--- config.mk ---
export PLATFORM = sky130hd
export DESIGN_NAME = mcilk_top
export DESIGN_NICKNAME = d
export VERILOG_FILES = /design/src/hw/mcilk_pkg.sv /design/src/hw/mcilk_axis.sv /design/src/hw/mcilk_top.sv
export VERILOG_INCLUDE_DIRS = /design/src /design/src/hw
export SDC_FILE = /design/constraint.sdc
export NUM_CORES = 1
export LEC_CHECK = 0
export BUFFER_PORTS_ARGS = -buffer_cell sky130_fd_sc_hd__buf_2
export CELL_PAD_IN_SITES_DETAIL_PLACEMENT = 1
export CELL_PAD_IN_SITES_GLOBAL_PLACEMENT = 1
export CORE_MARGIN = 2
export CORE_UTILIZATION = 35
export CTS_BUF_LIST = sky130_fd_sc_hd__clkbuf_4 sky130_fd_sc_hd__clkbuf_8
export DETAILED_ROUTE_END_ITERATION = 12
export PLACE_DENSITY_LB_ADDON = 0.1
export SLEW_MARGIN = 20
export SYNTH_ARGS = -nofsm -noshare
export SYNTH_HDL_FRONTEND = slang
export SYNTH_HIERARCHICAL = 1
export SYNTH_SLANG_ARGS = --single-unit
--- constraint.sdc ---
create_clock -name clk -period 7.1 [get_ports clk]
set_clock_uncertainty 0.2 [all_clocks]
set_input_delay 0.71 -clock clk [delete_from_list [all_inputs] [get_ports clk]]
set_output_delay 0.71 -clock clk [all_outputs]
set_load 0.005 [all_outputs]
--- src/hw/mcilk_cfg.svh ---
`ifndef MCILK_CFG_SVH
`define MCILK_CFG_SVH

// ****************************************
// interface area geometry
// ****************************************
`define MCILK_TASKS 4
`define MCILK_AXES 4
`define MCILK_WORD_W 16
`define MCILK_NUM_OPS 11
`define MCILK_RST_WORD 16'h0000

// ****************************************
// word offsets: task k number at first+2k, control right after
// ****************************************
`define MCILK_OFS_NUM0 4'h2
`define MCILK_OFS_CTRL0 4'h3
`define MCILK_OFS_LAST 4'h9

// ****************************************
// task control word bits
// ****************************************
`define MCILK_BIT_MODE 1
`define MCILK_BIT_CYCLE 2
`define MCILK_BIT_READ 7

// ****************************************
// axis command word bits
// ****************************************
`define MCILK_BIT_DECEL 0
`define MCILK_BIT_ORIGIN 1
`define MCILK_BIT_REFRET 2
`define MCILK_BIT_JOG 3
`define MCILK_BIT_ERRRST 4
`define MCILK_BIT_FORCED 5
`define MCILK_BIT_ABSINIT 6
`define MCILK_BIT_HANDWHEEL 8
`define MCILK_BIT_LOCK 9
`define MCILK_BIT_RELEASE 10

`endif

--- src/hw/mcilk_pkg.sv ---
`include "mcilk_cfg.svh"

package mcilk_pkg;

    typedef enum logic [3:0] {
        OP_NONE,
        OP_DECEL,
        OP_ORIGIN,
        OP_REFRET,
        OP_JOG,
        OP_ERRRST,
        OP_FORCED,
        OP_ABSINIT,
        OP_HANDWHEEL,
        OP_LOCK,
        OP_RELEASE,
        OP_PRESET
    } mcilk_op_t;

    typedef struct packed {
        logic opDone;
        logic errRstDone;
        logic relDone;
    } mcilk_axis_done_t;

    typedef struct packed {
        logic busy;
        logic start;
        logic abort;
        mcilk_op_t startOp;
    } mcilk_axis_stat_t;

    typedef struct packed {
        logic [`MCILK_WORD_W-1:0] prevWord;
        mcilk_op_t op;
        logic errRstRun;
        logic relRun;
        mcilk_axis_stat_t stat;
    } mcilk_axis_state_t;

    typedef struct packed {
        logic [`MCILK_TASKS-1:0][`MCILK_WORD_W-1:0] numWord;
        logic [`MCILK_TASKS-1:0][`MCILK_WORD_W-1:0] ctrlWord;
        logic [`MCILK_TASKS-1:0][`MCILK_WORD_W-1:0] prevCtrl;
        logic [`MCILK_TASKS-1:0][`MCILK_WORD_W-1:0] progNum;
        logic [`MCILK_TASKS-1:0] run;
        logic [`MCILK_TASKS-1:0] done;
        logic [`MCILK_TASKS-1:0] start;
        logic [`MCILK_WORD_W-1:0] rdData;
    } mcilk_top_state_t;

endpackage

--- src/hw/mcilk_axis.sv ---
`timescale 1ns/1ns
`include "mcilk_cfg.svh"

module mcilk_axis (
    // clock and reset
    input wire logic clk,
    input wire logic resetn,
    input wire logic en,
    // sampled command word
    input wire logic scan,
    input wire logic [`MCILK_WORD_W-1:0] cmdWord,
    input wire logic autoMode,
    input wire logic modeEdge,
    input wire logic presetReq,
    // completions from the motion engine
    input wire mcilk_pkg::mcilk_axis_done_t done,
    // status
    output mcilk_pkg::mcilk_axis_stat_t stat
);

    localparam mcilk_pkg::mcilk_op_t PRIO [`MCILK_NUM_OPS] = '{
        mcilk_pkg::OP_DECEL, mcilk_pkg::OP_ERRRST, mcilk_pkg::OP_ORIGIN,
        mcilk_pkg::OP_REFRET, mcilk_pkg::OP_JOG, mcilk_pkg::OP_FORCED,
        mcilk_pkg::OP_ABSINIT, mcilk_pkg::OP_HANDWHEEL, mcilk_pkg::OP_LOCK,
        mcilk_pkg::OP_RELEASE, mcilk_pkg::OP_PRESET};

    mcilk_pkg::mcilk_axis_state_t q;
    mcilk_pkg::mcilk_axis_state_t d;

    function automatic logic isCont(input mcilk_pkg::mcilk_op_t o);
        return o inside {mcilk_pkg::OP_ORIGIN, mcilk_pkg::OP_REFRET,
                         mcilk_pkg::OP_JOG, mcilk_pkg::OP_HANDWHEEL};
    endfunction

    function automatic logic [3:0] bitOf(input mcilk_pkg::mcilk_op_t o);
        unique case (o)
            mcilk_pkg::OP_DECEL: return 4'(`MCILK_BIT_DECEL);
            mcilk_pkg::OP_ORIGIN: return 4'(`MCILK_BIT_ORIGIN);
            mcilk_pkg::OP_REFRET: return 4'(`MCILK_BIT_REFRET);
            mcilk_pkg::OP_JOG: return 4'(`MCILK_BIT_JOG);
            mcilk_pkg::OP_ERRRST: return 4'(`MCILK_BIT_ERRRST);
            mcilk_pkg::OP_FORCED: return 4'(`MCILK_BIT_FORCED);
            mcilk_pkg::OP_ABSINIT: return 4'(`MCILK_BIT_ABSINIT);
            mcilk_pkg::OP_HANDWHEEL: return 4'(`MCILK_BIT_HANDWHEEL);
            mcilk_pkg::OP_LOCK: return 4'(`MCILK_BIT_LOCK);
            mcilk_pkg::OP_RELEASE: return 4'(`MCILK_BIT_RELEASE);
            default: return 4'h0;
        endcase
    endfunction

    // acceptance matrix against what is already executing
    function automatic logic allowed(input mcilk_pkg::mcilk_axis_state_t s,
                                     input logic decelHeld, input logic autoM,
                                     input mcilk_pkg::mcilk_op_t r);
        logic ok;
        logic keep;
        ok = 1'b0;
        keep = r inside {mcilk_pkg::OP_ERRRST, mcilk_pkg::OP_RELEASE};
        unique case (s.op)
            mcilk_pkg::OP_NONE: ok = 1'b1;
            mcilk_pkg::OP_ORIGIN, mcilk_pkg::OP_REFRET, mcilk_pkg::OP_JOG,
            mcilk_pkg::OP_HANDWHEEL: ok = keep || r == mcilk_pkg::OP_DECEL;
            mcilk_pkg::OP_DECEL, mcilk_pkg::OP_ABSINIT, mcilk_pkg::OP_LOCK,
            mcilk_pkg::OP_PRESET: ok = keep;
            mcilk_pkg::OP_FORCED: ok = r == mcilk_pkg::OP_RELEASE;
            default: ok = 1'b0;
        endcase
        if (s.errRstRun && !(keep || r == mcilk_pkg::OP_DECEL)) begin
            ok = 1'b0;
        end
        if (s.relRun && r != mcilk_pkg::OP_ERRRST) begin
            ok = 1'b0;
        end
        // a held stop still lets its own rising edge through
        if (decelHeld && !(keep || r == mcilk_pkg::OP_DECEL)) begin
            ok = 1'b0;
        end
        if (autoM && !keep) begin
            ok = 1'b0;
        end
        if (r == mcilk_pkg::OP_PRESET && s.stat.busy) begin
            ok = 1'b0;
        end
        return ok;
    endfunction

    always_comb begin
        mcilk_pkg::mcilk_op_t r;
        logic [`MCILK_WORD_W-1:0] rise;
        logic picked;
        logic req;
        r = mcilk_pkg::OP_NONE;
        rise = '0;
        picked = 1'b0;
        req = 1'b0;
        d = q;
        d.stat.start = 1'b0;
        d.stat.abort = 1'b0;
        if (done.opDone) begin
            d.op = mcilk_pkg::OP_NONE;
        end
        if (done.errRstDone) begin
            d.errRstRun = 1'b0;
        end
        if (done.relDone) begin
            d.relRun = 1'b0;
        end
        if (scan) begin
            rise = cmdWord & ~q.prevWord;
            d.prevWord = cmdWord;
            if (isCont(q.op) && !cmdWord[bitOf(q.op)]) begin
                d.op = mcilk_pkg::OP_NONE;
                d.stat.abort = 1'b1;
            end else if (isCont(q.op) && modeEdge) begin
                d.op = mcilk_pkg::OP_DECEL;
                d.stat.abort = 1'b1;
            end
            for (int i = 0; i < `MCILK_NUM_OPS; i++) begin
                r = PRIO[i];
                req = (r == mcilk_pkg::OP_PRESET) ? presetReq : rise[bitOf(r)];
                if (!picked && req && allowed(q, cmdWord[`MCILK_BIT_DECEL], autoMode, r)) begin
                    picked = 1'b1;
                    if (r == mcilk_pkg::OP_DECEL) begin
                        // stop with nothing to stop is a no-op
                        if (isCont(q.op) || q.errRstRun) begin
                            d.op = mcilk_pkg::OP_DECEL;
                            d.stat.abort = isCont(q.op);
                            d.stat.start = 1'b1;
                            d.stat.startOp = r;
                        end
                    end else begin
                        if (r == mcilk_pkg::OP_ERRRST) begin
                            d.errRstRun = 1'b1;
                        end else if (r == mcilk_pkg::OP_RELEASE) begin
                            d.relRun = 1'b1;
                        end else begin
                            d.op = r;
                        end
                        d.stat.start = 1'b1;
                        d.stat.startOp = r;
                    end
                end
            end
        end
        d.stat.busy = d.op != mcilk_pkg::OP_NONE || d.errRstRun || d.relRun;
    end

    always_ff @(posedge clk or negedge resetn) begin
        if (!resetn) begin
            q <= '0;
        end else if (en) begin
            q <= d;
        end
    end

    assign stat = q.stat;
endmodule

--- src/hw/mcilk_top.sv ---
`timescale 1ns/1ns
`include "mcilk_cfg.svh"

module mcilk_top (
    // clock and reset
    input wire logic clk,
    input wire logic resetn,
    input wire logic en,
    // interface area word port
    input wire logic wrEn,
    input wire logic [3:0] wrAddr,
    input wire logic [`MCILK_WORD_W-1:0] wrData,
    input wire logic [3:0] rdAddr,
    output logic [`MCILK_WORD_W-1:0] rdData,
    // interface refresh and axis command words
    input wire logic scan,
    input wire logic [`MCILK_AXES-1:0][`MCILK_WORD_W-1:0] axisCmd,
    input wire logic [`MCILK_AXES-1:0] presetReq,
    // motion engine completions
    input wire mcilk_pkg::mcilk_axis_done_t [`MCILK_AXES-1:0] axisDone,
    input wire logic [`MCILK_TASKS-1:0] progFinish,
    // axis status
    output mcilk_pkg::mcilk_axis_stat_t [`MCILK_AXES-1:0] axisStat,
    // task status
    output logic [`MCILK_TASKS-1:0] taskRun,
    output logic [`MCILK_TASKS-1:0] taskDone,
    output logic [`MCILK_TASKS-1:0] taskStart,
    output logic [`MCILK_TASKS-1:0][`MCILK_WORD_W-1:0] taskProgNum
);

    mcilk_pkg::mcilk_top_state_t q;
    mcilk_pkg::mcilk_top_state_t d;
    logic [`MCILK_TASKS-1:0] modeEdge;

    // ****************************************
    // word decode
    // ****************************************
    // index into the eight task words; bit 3 set means unmapped
    function automatic logic [3:0] wordIdx(input logic [3:0] a);
        logic [3:0] k;
        k = a - `MCILK_OFS_NUM0;
        if (a < `MCILK_OFS_NUM0 || a > `MCILK_OFS_LAST) begin
            k = 4'h8;
        end
        return k;
    endfunction

    // ****************************************
    // task sequencing
    // ****************************************
    always_comb begin
        logic [3:0] wi;
        logic [3:0] ri;
        logic [`MCILK_WORD_W-1:0] cw;
        logic [`MCILK_WORD_W-1:0] rise;
        logic [`MCILK_WORD_W-1:0] fall;
        wi = wordIdx(wrAddr);
        ri = wordIdx(rdAddr);
        cw = '0;
        rise = '0;
        fall = '0;
        d = q;
        d.start = '0;
        for (int k = 0; k < `MCILK_TASKS; k++) begin
            if (progFinish[k] && q.run[k]) begin
                d.run[k] = 1'b0;
                d.done[k] = 1'b1;
            end
            if (scan) begin
                cw = q.ctrlWord[k];
                rise = cw & ~q.prevCtrl[k];
                fall = ~cw & q.prevCtrl[k];
                d.prevCtrl[k] = cw;
                if (cw[`MCILK_BIT_READ]) begin
                    d.progNum[k] = q.numWord[k];
                end
                if (fall[`MCILK_BIT_MODE]) begin
                    d.run[k] = 1'b0;
                end else if (cw[`MCILK_BIT_MODE] && rise[`MCILK_BIT_CYCLE] && !q.run[k]) begin
                    d.run[k] = 1'b1;
                    d.done[k] = 1'b0;
                    d.start[k] = 1'b1;
                end else if (!cw[`MCILK_BIT_CYCLE]) begin
                    d.run[k] = 1'b0;
                end
            end
        end
        // host writes land after the scan decision so a scan sees the old word
        if (wrEn && !wi[3]) begin
            if (wi[0]) begin
                d.ctrlWord[wi[2:1]] = wrData;
            end else begin
                d.numWord[wi[2:1]] = wrData;
            end
        end
        if (ri[3]) begin
            d.rdData = '0;
        end else if (ri[0]) begin
            d.rdData = q.ctrlWord[ri[2:1]];
        end else begin
            d.rdData = q.numWord[ri[2:1]];
        end
    end

    always_ff @(posedge clk or negedge resetn) begin
        if (!resetn) begin
            q <= '0;
        end else if (en) begin
            q <= d;
        end
    end

    // ****************************************
    // per-axis interlocks
    // ****************************************
    // axis k follows the mode bit of task k
    always_comb begin
        for (int k = 0; k < `MCILK_TASKS; k++) begin
            modeEdge[k] = q.ctrlWord[k][`MCILK_BIT_MODE] != q.prevCtrl[k][`MCILK_BIT_MODE];
        end
    end

    generate
        for (genvar a = 0; a < `MCILK_AXES; a++) begin : gAxis
            mcilk_axis uAxis (
                .clk(clk),
                .resetn(resetn),
                .en(en),
                .scan(scan),
                .cmdWord(axisCmd[a]),
                .autoMode(q.ctrlWord[a][`MCILK_BIT_MODE]),
                .modeEdge(modeEdge[a]),
                .presetReq(presetReq[a]),
                .done(axisDone[a]),
                .stat(axisStat[a])
            );
        end
    endgenerate

    assign rdData = q.rdData;
    assign taskRun = q.run;
    assign taskDone = q.done;
    assign taskStart = q.start;
    assign taskProgNum = q.progNum;
endmodule

# Word-level counts from Yosys, hierarchy flattened
# Memories as Yosys holds them, arrays and structs flattened.
# Index checks and enable logic that the tools add are counted.
[totals] register_bits=348 mem_bits_ro=960 inputBits=113 out_inout_bits=120 word_cells=966 mem_count=48
[op_classes] n_addsub=2 n_lt_le_gt_ge=21 n_eq_ne=20 n_mux=602 n_bitwise=25 n_reduce_logical=196
[mem_list] memory="(no name shown)" words=16 width=4 rd=1 rd_clocked_by_memory_dff=0 write_ports=0 line="mcilk_axis.sv:36" source="unique case (o)"
[mem_list] memory="(no name shown)" words=16 width=4 rd=1 rd_clocked_by_memory_dff=0 write_ports=0 line="mcilk_axis.sv:36"
[mem_list] memory="(no name shown)" words=16 width=4 rd=1 rd_clocked_by_memory_dff=0 write_ports=0 line="mcilk_axis.sv:36"
[mem_list] memory="(no name shown)" words=16 width=4 rd=1 rd_clocked_by_memory_dff=0 write_ports=0 line="mcilk_axis.sv:36"
[mem_list] memory="(no name shown)" words=16 width=1 rd=1 rd_clocked_by_memory_dff=0 write_ports=0 line="mcilk_axis.sv:59" source="unique case (s.op)"
[mem_list] memory="(no name shown)" words=16 width=1 rd=1 rd_clocked_by_memory_dff=0 write_ports=0 line="mcilk_axis.sv:59"
[mem_list] memory="+42 memories"
[op_table] op="$mux 4" n=108
[op_table] op="$mux 1" n=424
[op_table] op="$bmux 1 s4" n=44
[op_table] op="$bwmux 64" n=2
[op_table] op="$logic_and 1x1->1" n=106
[op_table] op="$mux 6" n=16
[op_table] op="$reduce_bool 11->1" n=8
[op_table] op="$mux 16" n=5
[op_table] op="$lt 4x5->1 const B" n=14
[op_table] op="$and 16x16->16" n=4
[op_table] op="$bmux 16 s2" n=2
[op_table] op="$not 16->16" n=4
[op_table] op="$logic_not 1->1" n=49
[op_table] op="$demux 16 s2" n=1
[op_table] op="$eq 4x2->1 const B" n=8
[op_table] op="$reduce_bool 4->1" n=8
[op_table] op="$reduce_and 3->1" n=6
[op_table] op="$eq 4x3->1 const B" n=4
[op_table] op="$eq 4x4->1 const B" n=4
[op_table] op="$reduce_and 4->1" n=4
[op_table] op="$logic_or 1x1->1" n=14
[op_table] op="$and 3x3->3" n=4
[op_table] op="$not 3->3" n=4
[op_table] op="$and 2x2->2" n=4
[op_table] op="other kinds (9)" n=19

# Longest topological paths before layout
[logic_depth] ltp_word=60 ltp_mapped=13 mapped_depth_nobuf=10

# Cells and area by module
# The synthesis kept the hierarchy.
[modules_own_cells] module="mcilk_top" n_inst=1 cells_per_inst=818 area_each_um2=10790.3 seq_area_each_um2=5705.5
[modules_own_cells] module="mcilk_axis (gAxis[1].uAxis)" n_inst=1 cells_per_inst=232 area_each_um2=2003.2 seq_area_each_um2=575.6
[modules_own_cells] module="mcilk_axis (gAxis[0].uAxis)" n_inst=1 cells_per_inst=213 area_each_um2=1948.1 seq_area_each_um2=575.6
[modules_own_cells] module="mcilk_axis (gAxis[2].uAxis)" n_inst=1 cells_per_inst=210 area_each_um2=1880.6 seq_area_each_um2=575.6
[modules_own_cells] module="mcilk_axis (gAxis[3].uAxis)" n_inst=1 cells_per_inst=210 area_each_um2=1875.5 seq_area_each_um2=575.6

# Least setup slack after synthesis
# No wires, ideal clock.
[synth_timing] path_type="flip-flop to flip-flop" from="register gAxis[1].uAxis/q[9] (netlist name)" to="register gAxis[1].uAxis/q[9] (netlist name)" setup_ps=137 arrival_time_ps=2557 required_time_ps=6763 slack_ps=4206 stages_incl_launch_ff=12 n_path_buf=2 period_less_slack_ps=2894 cell_sequence="dfrtp_1 > buf_2 > inv_1 > ha_1 > or2b_4 > nand4b_2 > o21ai_1 > or3_4 > buf_6 > or3_1 > a32oi_1 > a21oi_1"
[synth_between] elab_chain_len=57 word_cells_on_any_way=136 classes_between="eq/ne: 4; mux: 84; reduce/logical: 36; memory: 12"
[synth_rtl] item="start, declared" line="mcilk_axis.sv:27" source="mcilk_pkg::mcilk_axis_state_t q;"
[synth_rtl] item="start signal, assigned" line="mcilk_axis.sv:150" source="q <= '0;"
[synth_rtl] item="start signal, assigned" line="mcilk_axis.sv:152" source="q <= d;"
[synth_rtl] item="$mem_v2 16x1"
[synth_rtl] item="$mux 1" line="mcilk_axis.sv:71" source="if (s.relRun && r != mcilk_pkg::OP_ERRRST) begin"
[synth_rtl] item="$mux 1" line="mcilk_axis.sv:78" source="if (autoM && !keep) begin"
[synth_rtl] item="$mux 1" line="mcilk_axis.sv:108" source="if (scan) begin"
[synth_rtl] item="$logic_and 1x1->1" line="mcilk_axis.sv:121" source="if (!picked && req && allowed(q, cmdWord[`MCILK_BIT_DECEL], autoMode, r)) begin"
[synth_rtl] item="$mux 1" line="mcilk_axis.sv:121"
[synth_rtl] item="$mux 1" line="mcilk_axis.sv:108"
[synth_rtl] item="$logic_not 1->1" line="mcilk_axis.sv:121"
[synth_rtl] item="[39 not listed]"
[synth_rtl] item="$logic_not 1->1" line="mcilk_axis.sv:121"
[synth_rtl] item="$logic_and 1x1->1 (2 in a row)" line="mcilk_axis.sv:121"
[synth_rtl] item="$mux 1" line="mcilk_axis.sv:121"
[synth_rtl] item="$mux 1" line="mcilk_axis.sv:108"
[synth_rtl] item="$logic_not 1->1" line="mcilk_axis.sv:121"
[synth_rtl] item="$logic_and 1x1->1 (2 in a row)" line="mcilk_axis.sv:121"
[synth_rtl] item="$mux 4" line="mcilk_axis.sv:121"
[synth_rtl] item="$mux 6 *" line="mcilk_axis.sv:108"
# Mark *: on every way between the ends. The rest lies on a longest branch, timed or not. The select of a mux whose other input is x is not followed.
# A chain may end at the register's enable or synchronous reset.

# Worst setup path in the final report
# Same ends and word-level chain as after synthesis.

==> out/results.env <==
CP_MAX_FO=13
PLACEDINSTANCEAREA_SQ_MM=0.0193
DR.FIRST_ITER.DRC_COUNT=610
R2R-START='gAxis[1].uAxis/q[9]$_DFFE_PN0P_'
P_PER_AREA_mW_PER_MM2=283
GRTUSAGETOTAL_PCT=20.3
DESIGN.FINAL.NETS=1926
RUN_STATUS='finished clean'
R2R_SLACK_NS=3.66
POSTSYNTHREGISTERBITS=320
CLKTRANSATPATHREGS_NS=0.06
TIGHTEST_SLEW_MARGIN_RELATIVE_TO_THE_LIMIT_PCT=33.7
SYNTHESIS.AREA_PER_INSTANCE_SQ_UM=11.0
CRITICAL_PATH.ENDPOINT_TYPE='register'
FINAL-SETUP-VIOL-COUNT=0
POST-LAYOUT-TOTAL-POWER_mW=5.82
ANTENNA_FOUND_INITIAL=1
RSZ0062_AT_GRT='false'
PLACEMENT.IO_BUFFERS=216
SYNTH.AREA.MUX_SHARE_PCT=19.3
SYNTH_MOST_COMMON_CELL='sky130_fd_sc_hd__dfrtp_1'
SETUP.WORST_PATH.CLASS='register to register'
PLACEMENT_ROWS=84
DRT_DRC_VIOLATIONS_LEFT=0
MAX_CAP_VIOLATIONS=0
WL_PER_CELL_MICRONS=22.2
SYNTH_ADDER_AREA_SHARE_PCT=1.76
DRT.ANTENNA.VIOLATING_NETS=0
FIRST_PASS_ITERS=5
CP_CELL_SEQUENCE='inv_1 -> ha_1 -> mux2i_1 -> mux2_1 -> o211ai_2 -> o211ai_2 -> a2111oi_2 -> o21ai_1 -> a32oi_1 -> a21oi_1'
SYNTH_EDF_COUNT=0
FINAL_UTIL_PCT=39.2
FIN_WS_NS=3.66
PLACEDCELLCOUNT=2412
CRITPATHTOPFAMILY='compound AO/OA/AOI/OAI gates'
PIN_COUNT_OF_THE_BIGGEST_NET_ENTERING_GLOBAL_ROUTING=118
REGTOREGENDPOINT='gAxis[1].uAxis/q[9]$_DFFE_PN0P_'
SYNTHDISTINCTLIBCELLS=109
SYNTHXORXNORAREAFRAC_PCT=0.0947
CLOCK-ROOT-BUFFER='sky130_fd_sc_hd__clkbuf_8'
CRIT_BUF_INV=1
PRE_CTS_WS_NS=2.75
LAYOUT_WORST_PATH_CYCLE_SHARE_PCT=48.4
ROUTE.VIAS.TOTAL=13559
SYNTH-WARNING-COUNT=6
OVERFLOW=0
START_KIND='register'
SYNTH_SIMPLE_GATE_AREA_SHARE_PCT=11.9
POST-ROUTE-CELL-AREA_SQ_MM=0.0206
HOLD_CLASS='input port to register'
SYNTHTOPCELLSBYCOUNT='sky130_fd_sc_hd__dfrtp_1, sky130_fd_sc_hd__mux2_2, sky130_fd_sc_hd__buf_4, sky130_fd_sc_hd__nand2_1, sky130_fd_sc_hd__nor2_1'
WL_MICRONS=55900
GP_CONGESTION=0.873
FINAL_HOLD_VIOL_COUNT=0
SYNTH_COMPOUND_GATE_AREA_SHARE_PCT=15.3
CRIT_REQUIRED_NS=7.43
VDD.IR_DROP.WORST_uV=130
YOSYS-TOP-CELLS-AREA='sky130_fd_sc_hd__dfrtp_1, sky130_fd_sc_hd__mux2_2, sky130_fd_sc_hd__buf_4, sky130_fd_sc_hd__mux2i_1, sky130_fd_sc_hd__nand2_1'
WORST_SLEW_PIN_SLEW_NS=0.982
HOLDWS_NS=0.0993
CRITICAL_PATH.STARTPOINT='gAxis[1].uAxis/q[9]$_DFFE_PN0P_'
CORE_AREA_SQ_MM=0.0524
OVERALL_DIE_AREA_SQ_MM=0.0547
CTS_BUFS_INSERTED=60
CRITICAL_PATH_CELL_COUNT=10
POST-SYNTH-TOP-AREA-FRACTION_PCT=43.3
ENDPOINT='gAxis[1].uAxis/q[9]$_DFFE_PN0P_'
CLK-INSERTION-DELAY-LATE_NS=0.67
WIRE_LENGTH_OF_THE_FIRST_GLOBAL_ROUTING_PASS_MICRONS=85700
SYNTHDOMINANTAREACELLTYPE='sky130_fd_sc_hd__dfrtp_1'
TRITONCTS_CLOCK_TREE='built'
MAPPEDNETLISTNETS=1822
STARTING_DENSITY_OF_THE_CORE_PCT=35.3
POSTSYNTH.ASYNCRESETSHARE_PCT=100
DIEHEIGHT_MICRONS=234
VIA_COUNT_OF_THE_FIRST_GLOBAL_ROUTING_PASS=14366
P_LEAK_nW=9.61
CPPEAKSTAGEDELAY_NS=0.64
FIN_TNS_SETUP_NS=0
IO_PINS=233
FINAL-INSTANCE-COUNT-EXCL-FILL=2513
H-TREE-DEPTH=2
CLOCK_TREE.BUFFER_DEPTH=3
LAYOUT-DRIVE-GT1-SHARE_PCT=36.9
POST_SYNTH_INST_COUNT=1683
YS.FLOP_TYPE='sky130_fd_sc_hd__dfrtp_1'
SLOWEST_STAGE='sky130_fd_sc_hd__dfrtp_1'
AREA_GROWTH_SYN_TO_LAYOUT_PCT=11.2
FIN_CRIT_NS=3.44
WORST-ENDPOINT-ARRIVAL_NS=3.77
CLOCK-SINKS=320
SEQ_AREA_FRAC_SYNTH_PCT=43.3
SYNTH_TOP_FAMILY_BY_AREA='multiplexers'
R2R.WORST_PATH.CELLS=10
ROUTE.DETAILED.VIAS_PER_INST=5.40
MAX_FREQ_MHz=291
DP.FINAL_HPWL_MICRONS=39800
SYN-CELL-AREA_SQ_MM=0.0185
PATH_COMMON_CELL='sky130_fd_sc_hd__o211ai_2'
CHIPWIDTH_MICRONS=234
SLEW_VIOLS_FINAL=0
## cells in the final DEF, fill, tap and decap left out, types with 56 or more instances in the layout
master and count:
sky130_fd_sc_hd__dfrtp_1 320, sky130_fd_sc_hd__mux2_2 243, sky130_fd_sc_hd__buf_2 214, sky130_fd_sc_hd__nand2_1 89, sky130_fd_sc_hd__nor2_1 79, sky130_fd_sc_hd__clkbuf_8 75, sky130_fd_sc_hd__inv_1 68, sky130_fd_sc_hd__o21ai_0 65
sky130_fd_sc_hd__a21oi_1 56
## area by class of cell
| cell class | count | area, sq um |
|---|---|---|
| clock buffer | 94 | 1170 |
| clock inverter | 5 | 55.1 |
| timing repair buffer | 237 | 1270 |
| multi-input combinational | 1100 | 8940 |
| sequential | 320 | 8010 |
| inverter | 68 | 255 |
| tap | 688 | 861 |
| antenna | 1 | 2.50 |
| fill | 5809 | 31900 |
## state kept, by name (all words and copies together) (netlist names)
signal	count
gAxis.uAxis/stat	28
taskStart	4
taskDone	4
rdData	16
taskProgNum	64
q	136
taskRun	4
gAxis.uAxis/q	64
## worst min path at each step
stage | start | to | slack (ns) | cells past startpoint
after global routing | axisCmd[37] | gAxis[2].uAxis/q[18]$_DFFE_PN0P_ | 0.07 | 2
after detailed placement | gAxis[1].uAxis/stat[4]$_DFFE_PN0P_ | gAxis[1].uAxis/stat[4]$_DFFE_PN0P_ | 0.27 | 2
final | axisCmd[56] | gAxis[3].uAxis/q[21]$_DFFE_PN0P_ | 0.1 | 2
after global placement | taskStart[1]$_DFFE_PN0P_ | taskStart[1]$_DFFE_PN0P_ | 0.26 | 1
after floorplan | resetn | gAxis[0].uAxis/q[10]$_DFFE_PN0P_ | 0.21 | 0
after CTS | axisCmd[37] | gAxis[2].uAxis/q[18]$_DFFE_PN0P_ | 0.03 | 2
## timing repair
item	CTS	global route
hold buffers	1	0
buffers inserted	0	0
endpoints found under the hold margin	79	0
resized for setup	0	0
## kinds of logic (layout without fill, tap and decap cells)
logic type | count (synthesis) | after routing
buf+inv | 263 | 404
xor+xnor | 2 | 2
simple gates | 387 | 387
mux | 308 | 308
compound gates | 377 | 377
flops | 320 | 320
fa+ha+maj | 26 | 26
other cells | 0 | 1
## report_power, final
part           switching (mW)  total (mW)  leakage (nW)  internal (mW)
combinational           0.813        1.53          4.76          0.714
sequential              0.290        2.44          4.19           2.15
clock                   0.807        1.85         0.656           1.04
## layer usage
layer,vias to the layer above,track usage [%],part of all wire [%]
met4,2,5.95,2.1
met5,-,0,0.013
met2,257,34.2,48
li1,6267,-,-
met1,6951,27.0,46
met3,82,3.23,3.9
No activity file was read; power rests on OpenSTA's default activity.
